===== src/rtl/mtrr_regs.vh =====
// Constants for the memory type range resolver: fields, indices and codes.
`ifndef MTRR_REGS_VH
`define MTRR_REGS_VH

// Physical address width; 36 gives a 24-bit mask field, 40 gives 28 bits.
`define MTRR_PHYS_WIDTH 36
`define MTRR_FIELD_LSB 12
`define MTRR_PAIR_COUNT 8

// Register indices on the model-specific register port.
`define MTRR_IDX_WIDTH 5
`define MTRR_IDX_DEF_TYPE 5'h10

// Field positions.
`define MTRR_TYPE_MSB 7
`define MTRR_VALID_BIT 11
`define MTRR_FIXED_EN_BIT 10
`define MTRR_GLOBAL_EN_BIT 11

// Memory type encodings.
`define MTRR_TYPE_UC 8'h00
`define MTRR_TYPE_WC 8'h01
`define MTRR_TYPE_WT 8'h04
`define MTRR_TYPE_WP 8'h05
`define MTRR_TYPE_WB 8'h06

// Reset values.
`define MTRR_BASE_RESET 64'h0000000000000000
`define MTRR_MASK_RESET 64'h0000000000000000
`define MTRR_DEF_RESET 64'h0000000000000000

// Upper bound of the lowest megabyte: address bits 35..20 all zero.
`define MTRR_LOW_MB_LSB 20

`endif


===== src/rtl/mtrr_range_resolver.v =====
// Memory type range resolver with variable base/mask pairs and precedence.
`timescale 1ns/1ps
`default_nettype none
`include "mtrr_regs.vh"

module mtrr_range_resolver (
	input wire core_clk,
	input wire rst,
	input wire clk_en,
	input wire reg_wr_en,
	input wire reg_rd_en,
	input wire [`MTRR_IDX_WIDTH-1:0] reg_index,
	input wire [63:0] reg_wdata,
	output reg [63:0] reg_rdata,
	output reg protection_fault,
	input wire [`MTRR_PHYS_WIDTH-1:0] lookup_addr,
	input wire [7:0] fixed_range_type,
	output reg [7:0] mem_type,
	output wire [`MTRR_PAIR_COUNT-1:0] range_hit
);

	localparam PW = `MTRR_PHYS_WIDTH;
	localparam NP = `MTRR_PAIR_COUNT;
	localparam LSB = `MTRR_FIELD_LSB;

	// Writable bits; everything else is reserved and faults on write.
	localparam [63:0] BASE_WMASK = ((64'h1 << PW) - 64'h1000) | 64'hFF;
	localparam [63:0] MASK_WMASK = ((64'h1 << PW) - 64'h1000) | 64'h800;
	localparam [63:0] DEF_WMASK = 64'h0000000000000CFF;

	reg [63:0] base_q [0:NP-1];
	reg [63:0] mask_q [0:NP-1];
	reg [63:0] def_q;

	// Legal memory type code check, used for the default type field.
	function legal_type;
		input [7:0] t;
		begin
			legal_type = (t == `MTRR_TYPE_UC) || (t == `MTRR_TYPE_WC) ||
				(t == `MTRR_TYPE_WT) || (t == `MTRR_TYPE_WP) ||
				(t == `MTRR_TYPE_WB);
		end
	endfunction

	// Index decode: even index is a base register, odd is a mask register.
	function [2:0] pair_of;
		input [`MTRR_IDX_WIDTH-1:0] idx;
		begin
			pair_of = idx[3:1];
		end
	endfunction

	wire idx_is_pair = (reg_index[4] == 1'b0);
	wire idx_is_def = (reg_index == `MTRR_IDX_DEF_TYPE);
	wire [2:0] wr_pair = pair_of(reg_index);
	wire idx_is_mask = reg_index[0];

	reg wr_bad;
	always @* begin
		wr_bad = 1'b1;
		if (idx_is_pair && !idx_is_mask) begin
			wr_bad = |(reg_wdata & ~BASE_WMASK);
		end else if (idx_is_pair && idx_is_mask) begin
			wr_bad = |(reg_wdata & ~MASK_WMASK);
		end else if (idx_is_def) begin
			wr_bad = (|(reg_wdata & ~DEF_WMASK)) ||
				!legal_type(reg_wdata[`MTRR_TYPE_MSB:0]);
		end
	end

	wire wr_ok = reg_wr_en && !wr_bad;

	// Pair registers; the valid bit clears at reset along with the rest.
	genvar g;
	generate
		for (g = 0; g < NP; g = g + 1) begin : pair_regs
			always @(posedge core_clk or posedge rst) begin
				if (rst) begin
					base_q[g] <= `MTRR_BASE_RESET;
					mask_q[g] <= `MTRR_MASK_RESET;
				end else if (clk_en && wr_ok && idx_is_pair &&
					wr_pair == g) begin
					if (idx_is_mask) begin
						mask_q[g] <= reg_wdata;
					end else begin
						base_q[g] <= reg_wdata;
					end
				end
			end
		end
	endgenerate

	always @(posedge core_clk or posedge rst) begin
		if (rst) begin
			def_q <= `MTRR_DEF_RESET;
		end else if (clk_en && wr_ok && idx_is_def) begin
			def_q <= reg_wdata;
		end
	end

	// A rejected write leaves the register alone and pulses the fault.
	always @(posedge core_clk or posedge rst) begin
		if (rst) begin
			protection_fault <= 1'b0;
		end else if (clk_en) begin
			protection_fault <= reg_wr_en && wr_bad;
		end
	end

	// Reads of an unknown index return zero; only writes can fault.
	always @(posedge core_clk or posedge rst) begin
		if (rst) begin
			reg_rdata <= 64'h0;
		end else if (clk_en && reg_rd_en) begin
			if (idx_is_pair && idx_is_mask) begin
				reg_rdata <= mask_q[wr_pair];
			end else if (idx_is_pair) begin
				reg_rdata <= base_q[wr_pair];
			end else if (idx_is_def) begin
				reg_rdata <= def_q;
			end else begin
				reg_rdata <= 64'h0;
			end
		end
	end

	// Parallel comparators, one per pair. Masks with holes match more
	// addresses, in scattered blocks; the rest fall through to the default type.
	generate
		for (g = 0; g < NP; g = g + 1) begin : cmp
			wire [PW-1:0] full_mask = {mask_q[g][PW-1:LSB],
				{LSB{1'b0}}};
			wire [PW-1:0] full_base = {base_q[g][PW-1:LSB],
				{LSB{1'b0}}};
			assign range_hit[g] = mask_q[g][`MTRR_VALID_BIT] &&
				((lookup_addr & full_mask) ==
				(full_base & full_mask));
		end
	endgenerate

	wire global_en = def_q[`MTRR_GLOBAL_EN_BIT];
	wire fixed_en = def_q[`MTRR_FIXED_EN_BIT];
	wire in_low_mb = ~|lookup_addr[PW-1:`MTRR_LOW_MB_LSB];

	reg [3:0] hits;
	reg any_uc;
	reg all_same;
	reg only_wt_wb;
	reg [7:0] first_t;
	reg [7:0] t;
	integer i;

	always @* begin
		hits = 4'h0;
		any_uc = 1'b0;
		all_same = 1'b1;
		only_wt_wb = 1'b1;
		first_t = 8'h00;
		t = 8'h00;
		// Walk from the top so first_t takes the highest matching pair.
		for (i = NP - 1; i >= 0; i = i - 1) begin
			if (range_hit[i]) begin
				t = base_q[i][`MTRR_TYPE_MSB:0];
				if (hits != 4'h0 && t != first_t) begin
					all_same = 1'b0;
				end
				if (hits == 4'h0) begin
					first_t = t;
				end
				if (t == `MTRR_TYPE_UC) begin
					any_uc = 1'b1;
				end
				if (t != `MTRR_TYPE_WT && t != `MTRR_TYPE_WB) begin
					only_wt_wb = 1'b0;
				end
				hits = hits + 4'h1;
			end
		end
		// Recheck sameness against the final highest pair type.
		for (i = 0; i < NP; i = i + 1) begin
			if (range_hit[i] &&
				base_q[i][`MTRR_TYPE_MSB:0] != first_t) begin
				all_same = 1'b0;
			end
		end
		if (!global_en) begin
			mem_type = `MTRR_TYPE_UC;
		end else if (fixed_en && in_low_mb) begin
			mem_type = fixed_range_type;
		end else if (hits == 4'h0) begin
			mem_type = def_q[`MTRR_TYPE_MSB:0];
		end else if (hits == 4'h1) begin
			mem_type = first_t;
		end else if (all_same) begin
			mem_type = first_t;
		end else if (any_uc) begin
			mem_type = `MTRR_TYPE_UC;
		end else if (only_wt_wb) begin
			mem_type = `MTRR_TYPE_WT;
		end else begin
			// Undefined overlap: take the highest-numbered pair's type.
			mem_type = first_t;
		end
	end

endmodule
`default_nettype wire


===== config.mk =====
export PLATFORM = sky130hd
export DESIGN_NAME = mtrr_range_resolver
export DESIGN_NICKNAME = d
export VERILOG_FILES = /design/src/rtl/mtrr_range_resolver.v
export VERILOG_INCLUDE_DIRS = /design/src /design/src/rtl
export SDC_FILE = /design/constraint.sdc
export NUM_CORES = 2
export LEC_CHECK = 0
export ABC_AREA = 0
export BUFFER_PORTS_ARGS = -buffer_cell sky130_fd_sc_hd__buf_2
export CORE_UTILIZATION = 30
export CTS_BUF_LIST = sky130_fd_sc_hd__clkbuf_16
export DETAILED_ROUTE_END_ITERATION = 10
export GPL_TIMING_DRIVEN = 0
export PLACE_DENSITY_LB_ADDON = 0.25
export SLEW_MARGIN = 10
export SYNTH_ARGS = -nofsm -noshare
export SYNTH_HDL_FRONTEND = slang
export SYNTH_SLANG_ARGS = --single-unit

===== constraint.sdc =====
create_clock -name core_clk -period 35.8 [get_ports core_clk]
set_clock_uncertainty 0.1 [all_clocks]
set_input_delay 3.58 -clock core_clk [delete_from_list [all_inputs] [get_ports core_clk]]
set_output_delay 3.58 -clock core_clk [all_outputs]
set_load 0.1 [all_outputs]

* Yosys cells after proc, flatten, opt, wreduce, memory -nomap -nowiden
Cells that the tools add are included.
** Storage, ports and cells
- Flip-flop bits (word level) :: 1153
- Input bits :: 118
- Logic and storage cells :: 296
** Operators by class
- Add/subtract/negate cells :: 7
- Magnitude comparators :: 1
- Equality and inequality tests :: 52
- Mux-type cells :: 96
- Bitwise operators :: 19
- Reductions and logical operators :: 102
** Operators with widths (count)
- AND 36 bit :: 16
- 2-to-1 mux 64 bit :: 7
- binary-select mux 64 bit (select 3 bit) :: 2
- == test 36 bit :: 8
- 2-to-1 mux 8 bit :: 22
- != test 8 x 3 -> 1 bit (second input constant) :: 16
- != test 8 bit :: 15
- zero test 8 bit :: 9
- 2-to-1 mux 1 bit :: 58
- OR reduction 54 bit :: 1
- logical AND 1 bit :: 48
- OR reduction 39 bit :: 1
- zero test 4 bit :: 8
- AND reduction 2 bit :: 16
- OR reduction 32 bit :: 1
- nonzero test 4 bit :: 7
- adder 4 x 1 -> 4 bit (second input constant) :: 6
- == test 8 x 3 -> 1 bit (second input constant) :: 3
- 2-to-1 mux 4 bit :: 6
- OR reduction 16 bit :: 1
- == test 3 bit (second input constant) :: 4
- == test 8 x 1 -> 1 bit (second input constant) :: 1
- == test 3 x 2 -> 1 bit (second input constant) :: 2
- == test 5 bit (second input constant) :: 1
- other kinds (10) :: 18

* Longest topological paths before layout
- Depth in word-level cells :: 34
- Mapped depth :: 39
- Gate-level depth less buffers :: 35

* Worst setup path after synthesis
Ideal clock, no wire load.
- Path type :: input to output
- Start point :: input lookup_addr[31]
- End point :: output mem_type[0]
- Arrival time :: 14737 ps
- Required time :: 32120 ps
- Setup slack :: 17383 ps
- Stages :: 36
- Path buffers :: 2
- Path through :: buf_2 > xor2_1 > a222oi_1 > inv_1 > nor4_2 > ha_1 > inv_1 > nand2_1 > or4_1 > and2_1 > inv_1 > ha_1 > nand2_1 > nand2_1 > ha_1 > nand2b_1 > or4_1 > o21a_1 > ha_1 > mux2i_1 > a21oi_1 > inv_1 > ha_1 > mux2i_1 > ha_1 > nand2_2 > or3_4 > buf_6 > mux2i_4 > xnor2_1 > or4_4 > o41ai_2 > and4_4 > a21boi_2 > or3_1 > a21oi_1
** On the way
- Elaborated cells on any way between the ends :: 162
- Classes of those cells :: add/sub (7); eq/ne (24); mux (82); bitwise (8); reduce/logical (41)
** RTL lines
- from (decl) :: RTL line mtrr_range_resolver.v:16 : input wire [`MTRR_PHYS_WIDTH-1:0] lookup_addr,
- AND 36 bit (*) :: RTL line mtrr_range_resolver.v:136 : ((lookup_addr & full_mask) ==
- == test 36 bit (*) :: RTL line mtrr_range_resolver.v:136
- logical AND 1 bit (*) :: RTL line mtrr_range_resolver.v:135 : assign range_hit[g] = mask_q[g][`MTRR_VALID_BIT] &&
- via range_hit[6] :: RTL line mtrr_range_resolver.v:19 : output wire [`MTRR_PAIR_COUNT-1:0] range_hit
- 2-to-1 mux 2 bit :: RTL line mtrr_range_resolver.v:162 : if (range_hit[i]) begin
- adder 4 x 1 -> 4 bit / zero test 4 bit (equally long branches) :: RTL line mtrr_range_resolver.v:176, mtrr_range_resolver.v:167
- 2-to-1 mux 4 bit / 2-to-1 mux 8 bit (equally long branches) :: RTL line mtrr_range_resolver.v:162, mtrr_range_resolver.v:167
- adder 4 x 1 -> 4 bit (tied with other cells) :: RTL line mtrr_range_resolver.v:176 : hits = hits + 4'h1;
- [10 not listed]
- != test 8 bit / 2-to-1 mux 1 bit (equally long branches) :: RTL line mtrr_range_resolver.v:182, mtrr_range_resolver.v:164
- logical AND 1 bit / 2-to-1 mux 1 bit (equally long branches) :: RTL line mtrr_range_resolver.v:181, mtrr_range_resolver.v:162
- 2-to-1 mux 1 bit (8 in series) :: RTL line mtrr_range_resolver.v:181 : if (range_hit[i] &&
- 2-to-1 mux 8 bit :: RTL line mtrr_range_resolver.v:194 : end else if (all_same) begin
- 2-to-1 mux 8 bit :: RTL line mtrr_range_resolver.v:192 : end else if (hits == 4'h1) begin
- 2-to-1 mux 8 bit (*) :: RTL line mtrr_range_resolver.v:190 : end else if (hits == 4'h0) begin
- 2-to-1 mux 8 bit (*) :: RTL line mtrr_range_resolver.v:188 : end else if (fixed_en && in_low_mb) begin
- 2-to-1 mux 8 bit (*) :: RTL line mtrr_range_resolver.v:186 : if (!global_en) begin
- to (decl) :: RTL line mtrr_range_resolver.v:18 : output reg [7:0] mem_type,
Mark *: on every way through the listed nets, which the timed path passes. The rest lies on a longest branch.

* Worst setup path after layout
- Start point :: input lookup_addr[26]
- End point :: output mem_type[6]
** On the way
- Word-level cells in the longest chain between the ends :: 34
- Elaborated cells on any way between the ends :: 162
- Classes of those cells :: add/sub (7); eq/ne (24); mux (82); bitwise (8); reduce/logical (41)
** Ends and longest elaborated chain (RTL line)
- AND 36 bit :: mtrr_range_resolver.v:136
- == test 36 bit :: mtrr_range_resolver.v:136
- logical AND 1 bit :: mtrr_range_resolver.v:135
- 2-to-1 mux 1 bit :: mtrr_range_resolver.v:162
- adder 1 x 1 -> 2 bit / zero test 4 bit (equally long branches) :: mtrr_range_resolver.v:176, mtrr_range_resolver.v:167
- 2-to-1 mux 2 bit / 2-to-1 mux 8 bit (equally long branches) :: mtrr_range_resolver.v:162, mtrr_range_resolver.v:167
- adder 4 x 1 -> 4 bit (tied with other cells) :: mtrr_range_resolver.v:176
- 2-to-1 mux 4 bit (tied with other cells) :: mtrr_range_resolver.v:162
- [11 not listed]
- != test 8 bit / 2-to-1 mux 1 bit (equally long branches) :: mtrr_range_resolver.v:182, mtrr_range_resolver.v:164
- logical AND 1 bit / 2-to-1 mux 1 bit (equally long branches) :: mtrr_range_resolver.v:181, mtrr_range_resolver.v:162
- 2-to-1 mux 1 bit (8 in series) :: mtrr_range_resolver.v:181
- 2-to-1 mux 8 bit :: mtrr_range_resolver.v:194
- 2-to-1 mux 8 bit :: mtrr_range_resolver.v:192
- 2-to-1 mux 8 bit :: mtrr_range_resolver.v:190
- 2-to-1 mux 8 bit (*) :: mtrr_range_resolver.v:188
- 2-to-1 mux 8 bit (*) :: mtrr_range_resolver.v:186
Mark *: on every way between the ends. The rest lies on a longest branch, timed or not.

==> summary.md <==
| Metric | Value |
|---|---|
| Critical Path AT | around 15 ns |
| Layout cells sized above 1 | 23.2% |
| Synth top area share | 51.7% |
| Met2 wire length | around 99000 µm |
| Run status | complete, no violations |
| Primary FF master, synth | dfrtp_1 |
| Gr usage total | roughly 23% |
| Initial Util | between 30% and 40% |
| Vias in the first global route | about 40000 |
| Worst setup SP type | primary input |
| Die width | ~430 µm |
| Most frequent CP cell | ha_1 |
| Slowest cell delay on critical path | between 0.9 and 1 ns |
| Crit end category | output port |
| I/O pins | approximately 200 |
| 1st-pass router iterations | 6 |
| Cts repair resizes | 0 |
| Met1 wire length | between 90000 and 100000 µm |
| Vias per cell | around 5.3 |
| Synth Register Bits | between 1000 and 1500 |
| Root buffer cell | clkbuf_16 |
| Async SR Flop Fraction | 100% |
| Critical path origin | lookup_addr[26] |
| Hpwl dp | roughly 160000 µm |
| Sequential fraction of the synthesis area | roughly half |
| I/O Buffers | 158 |
| WL per Instance | 28.3 µm |
| Critical R2R Launch | base_q[404] |
| Slowest-stage cell, CP | nor4_4 |
| Worst slew pin tran | 1.39 ns |
| DR top layer | met5 |
| Fill count | approximately 18000 |
| Non-Filler Instances | ~7500 |
| Syn_nets | ~4700 |
| Final #Nets | about 5000 |
| Total core area | approximately 180000 µm² |
| Final setup vio count | 0 |
| Worst vdd ir | ~0.034 mV |
| Worst skew pair latency | 0.79 ns |
| Leakage | around 30 nW |
| Setup_tns | 0 ns |
| Reg clk slew, reported paths | ~0.060 ns |
| RSZ-0062 raised after global routing | no |
| Clk sinks | approximately 1200 |
| Global-route wire length before repair | 304000 µm |
| Cell variety after synth | 86 |
| Slew HR | under 10% |
| Final period utilization | about half |
| Min-delay src | reg_rdata[51] |
| Hold Vio Cnt, Final | 0 |
| Critical Path RT | around 32 ns |
| Worst hold path type | register to register |
| Fin crit period | around 18 ns |
| Longest Clk Path Bufs | 3 |
| Ranking of synthesized cells by area | dfrtp_1, mux4_2, mux2_2 |
| Post-CTS repair timing setup buffer count | 0 |
| Fin. max-slew vios | 0 |
| CTS Buf Count | roughly 130 |
| Fmax | between 50 and 60 MHz |
| Vias | about 39000 |
| Yosys warns | 0 |
| Initial antenna violation count | 21 |
| Pwr Density | 44.0 nW/µm² |
| Post-Syn Area | around 56000 µm² |
| Post-route ant nets | 0 |
| Met3 Routed Length | roughly 13000 µm |
| WS Path Type | primary input to output port |
| CTS Hold Bufs | 0 |
| H-Tree Depth | 4 |
| Max cap viols | 0 |
| CTS tree | built |
| Area growth from synthesis to layout | 16.1% |
| Area leader, netlist | dfrtp_1 |
| RePlAce Congestion | ~0.99 |
| Gr ovfl total | 0 |
| Row cnt | between 150 and 200 |
| Most numerous cell in the Yosys netlist | dfrtp_1 |
| Avg Inst Size Synth | approximately 12 µm² |
| Starting DRC count in detailed routing | ~3600 |
| Crit path max fanout | 10 |
| Remaining DRCs | 0 |
| Inst Count DP | ~7300 |
| Syn Inst Count | around 4600 |
| Largest net degree at the start of global routing | 40 |
| Total Die Area | between 150000 and 200000 µm² |
| Die height | 433 µm |
| Post-synth EDFFs | 0 |
| Top cells by count, synth | dfrtp_1, mux2_2, nand2_1 |
| Total wire length | between 200000 and 250000 µm |
-- cell families (layout without fill, tap and decap cells) --
group	count (synthesis)	in the layout	synth area share, %
AND/OR/NAND/NOR	1427	1427	13.8
flip-flops	1153	1153	51.7
multiplexers	805	805	21.2
AO/OA/AOI/OAI	521	521	5.95
buffers and inverters	404	836	2.81
XOR/XNOR	271	271	4.31
adder cells (fa/ha/maj)	12	12	0.269
other	0	9	0
-- power breakdown --
| part | leakage [nW] | total, W | internal (W) | switching, W |
|---|---|---|---|---|
| sequential | 15.9 | 0.00132 | 0.00131 | 0.00000463 |
| combinational | 12.4 | 0.000212 | 0.0000433 | 0.000169 |
| clock | 2.09 | 0.00133 | 0.000755 | 0.000574 |
| total | 30.4 | 0.00286 | 0.00211 | 0.000747 |
-- state kept, by name, indices dropped and copies added, names as in the netlist --
signal	cells
def_q	64
protection_fault	1
cmp.full_mask	192
mask_q	320
base_q	512
reg_rdata	64
-- metal layers --
layer	vias up	GRT usage, %
li1	17000	-
met1	20700	30.5
met2	1430	36.0
met3	381	4.22
met4	8	8.82
met5	-	0
-- worst paths after layout --
| path | to | slack [ns] | cells past startpoint |
|---|---|---|---|
| max in group asynchronous | cmp[2].full_mask[23] | 30.01 | 11 |
| worst min-delay path | reg_rdata[51] | 0.37 | 2 |
| worst max-delay path | mem_type[6] | 17.59 | 39 |
| worst min register to register | reg_rdata[51] | 0.37 | 2 |
| min in group asynchronous | mask_q[303] | 2.82 | 2 |
| worst max register to register | reg_rdata[20] | 33.13 | 5 |
-- cell usage in the layout, fill, tap and decap left out, drive strengths merged, types with 64 or more instances in the layout --
| cell | count |
|---|---|
| a22oi | 104 |
| and2 | 350 |
| buf | 288 |
| clkbuf | 393 |
| dfrtp | 1153 |
| inv | 90 |
| mux2 | 452 |
| mux2i | 97 |
| mux4 | 256 |
| nand2 | 409 |
| nand3 | 105 |
| nor2 | 71 |
| nor2b | 290 |
| o21ai | 248 |
| xnor2 | 64 |
| xor2 | 205 |
-- stage by stage --
stage	instance area [µm²]	hold WS [ns]	util (%)	worst slack, ns	power, W
after detailed placement	60700	0.365	33.0	17.82	0.00155
after global placement	59700	0.360	32.4	9.14	0.00155
final	64800	0.369	35.2	17.59	0.00286
after floorplan	55900	0.348	-	16.20	0.00147
after global routing	64800	0.389	35.2	17.11	0.00294
after CTS	64800	0.378	35.2	17.77	0.00288
-- critical path: cells and delay by family --
kind | cells | cell delay [ns]
AND/OR/NAND/NOR | 14 | 4.44
AO/OA/AOI/OAI | 7 | 2.24
adder cells (fa/ha/maj) | 6 | 1.81
buffers and inverters | 8 | 1.67
multiplexers | 3 | 0.55
XOR/XNOR | 1 | 0.21
-- area by class of cell --
cell class | instances | area, µm² | share of cell area, %
plain buffers | 338 | 1340 | 2.06
well taps | 2464 | 3080 | 4.76
inverters | 66 | 251 | 0.388
clock buffers | 135 | 3380 | 5.21
multi-input cells | 3036 | 25500 | 39.3
diodes | 9 | 22.5 | 0.0347
flip-flops and latches | 1153 | 28900 | 44.5
clock inverters | 89 | 743 | 1.15
repair buffers | 208 | 1680 | 2.59
(Power assumes the default switching activity.)
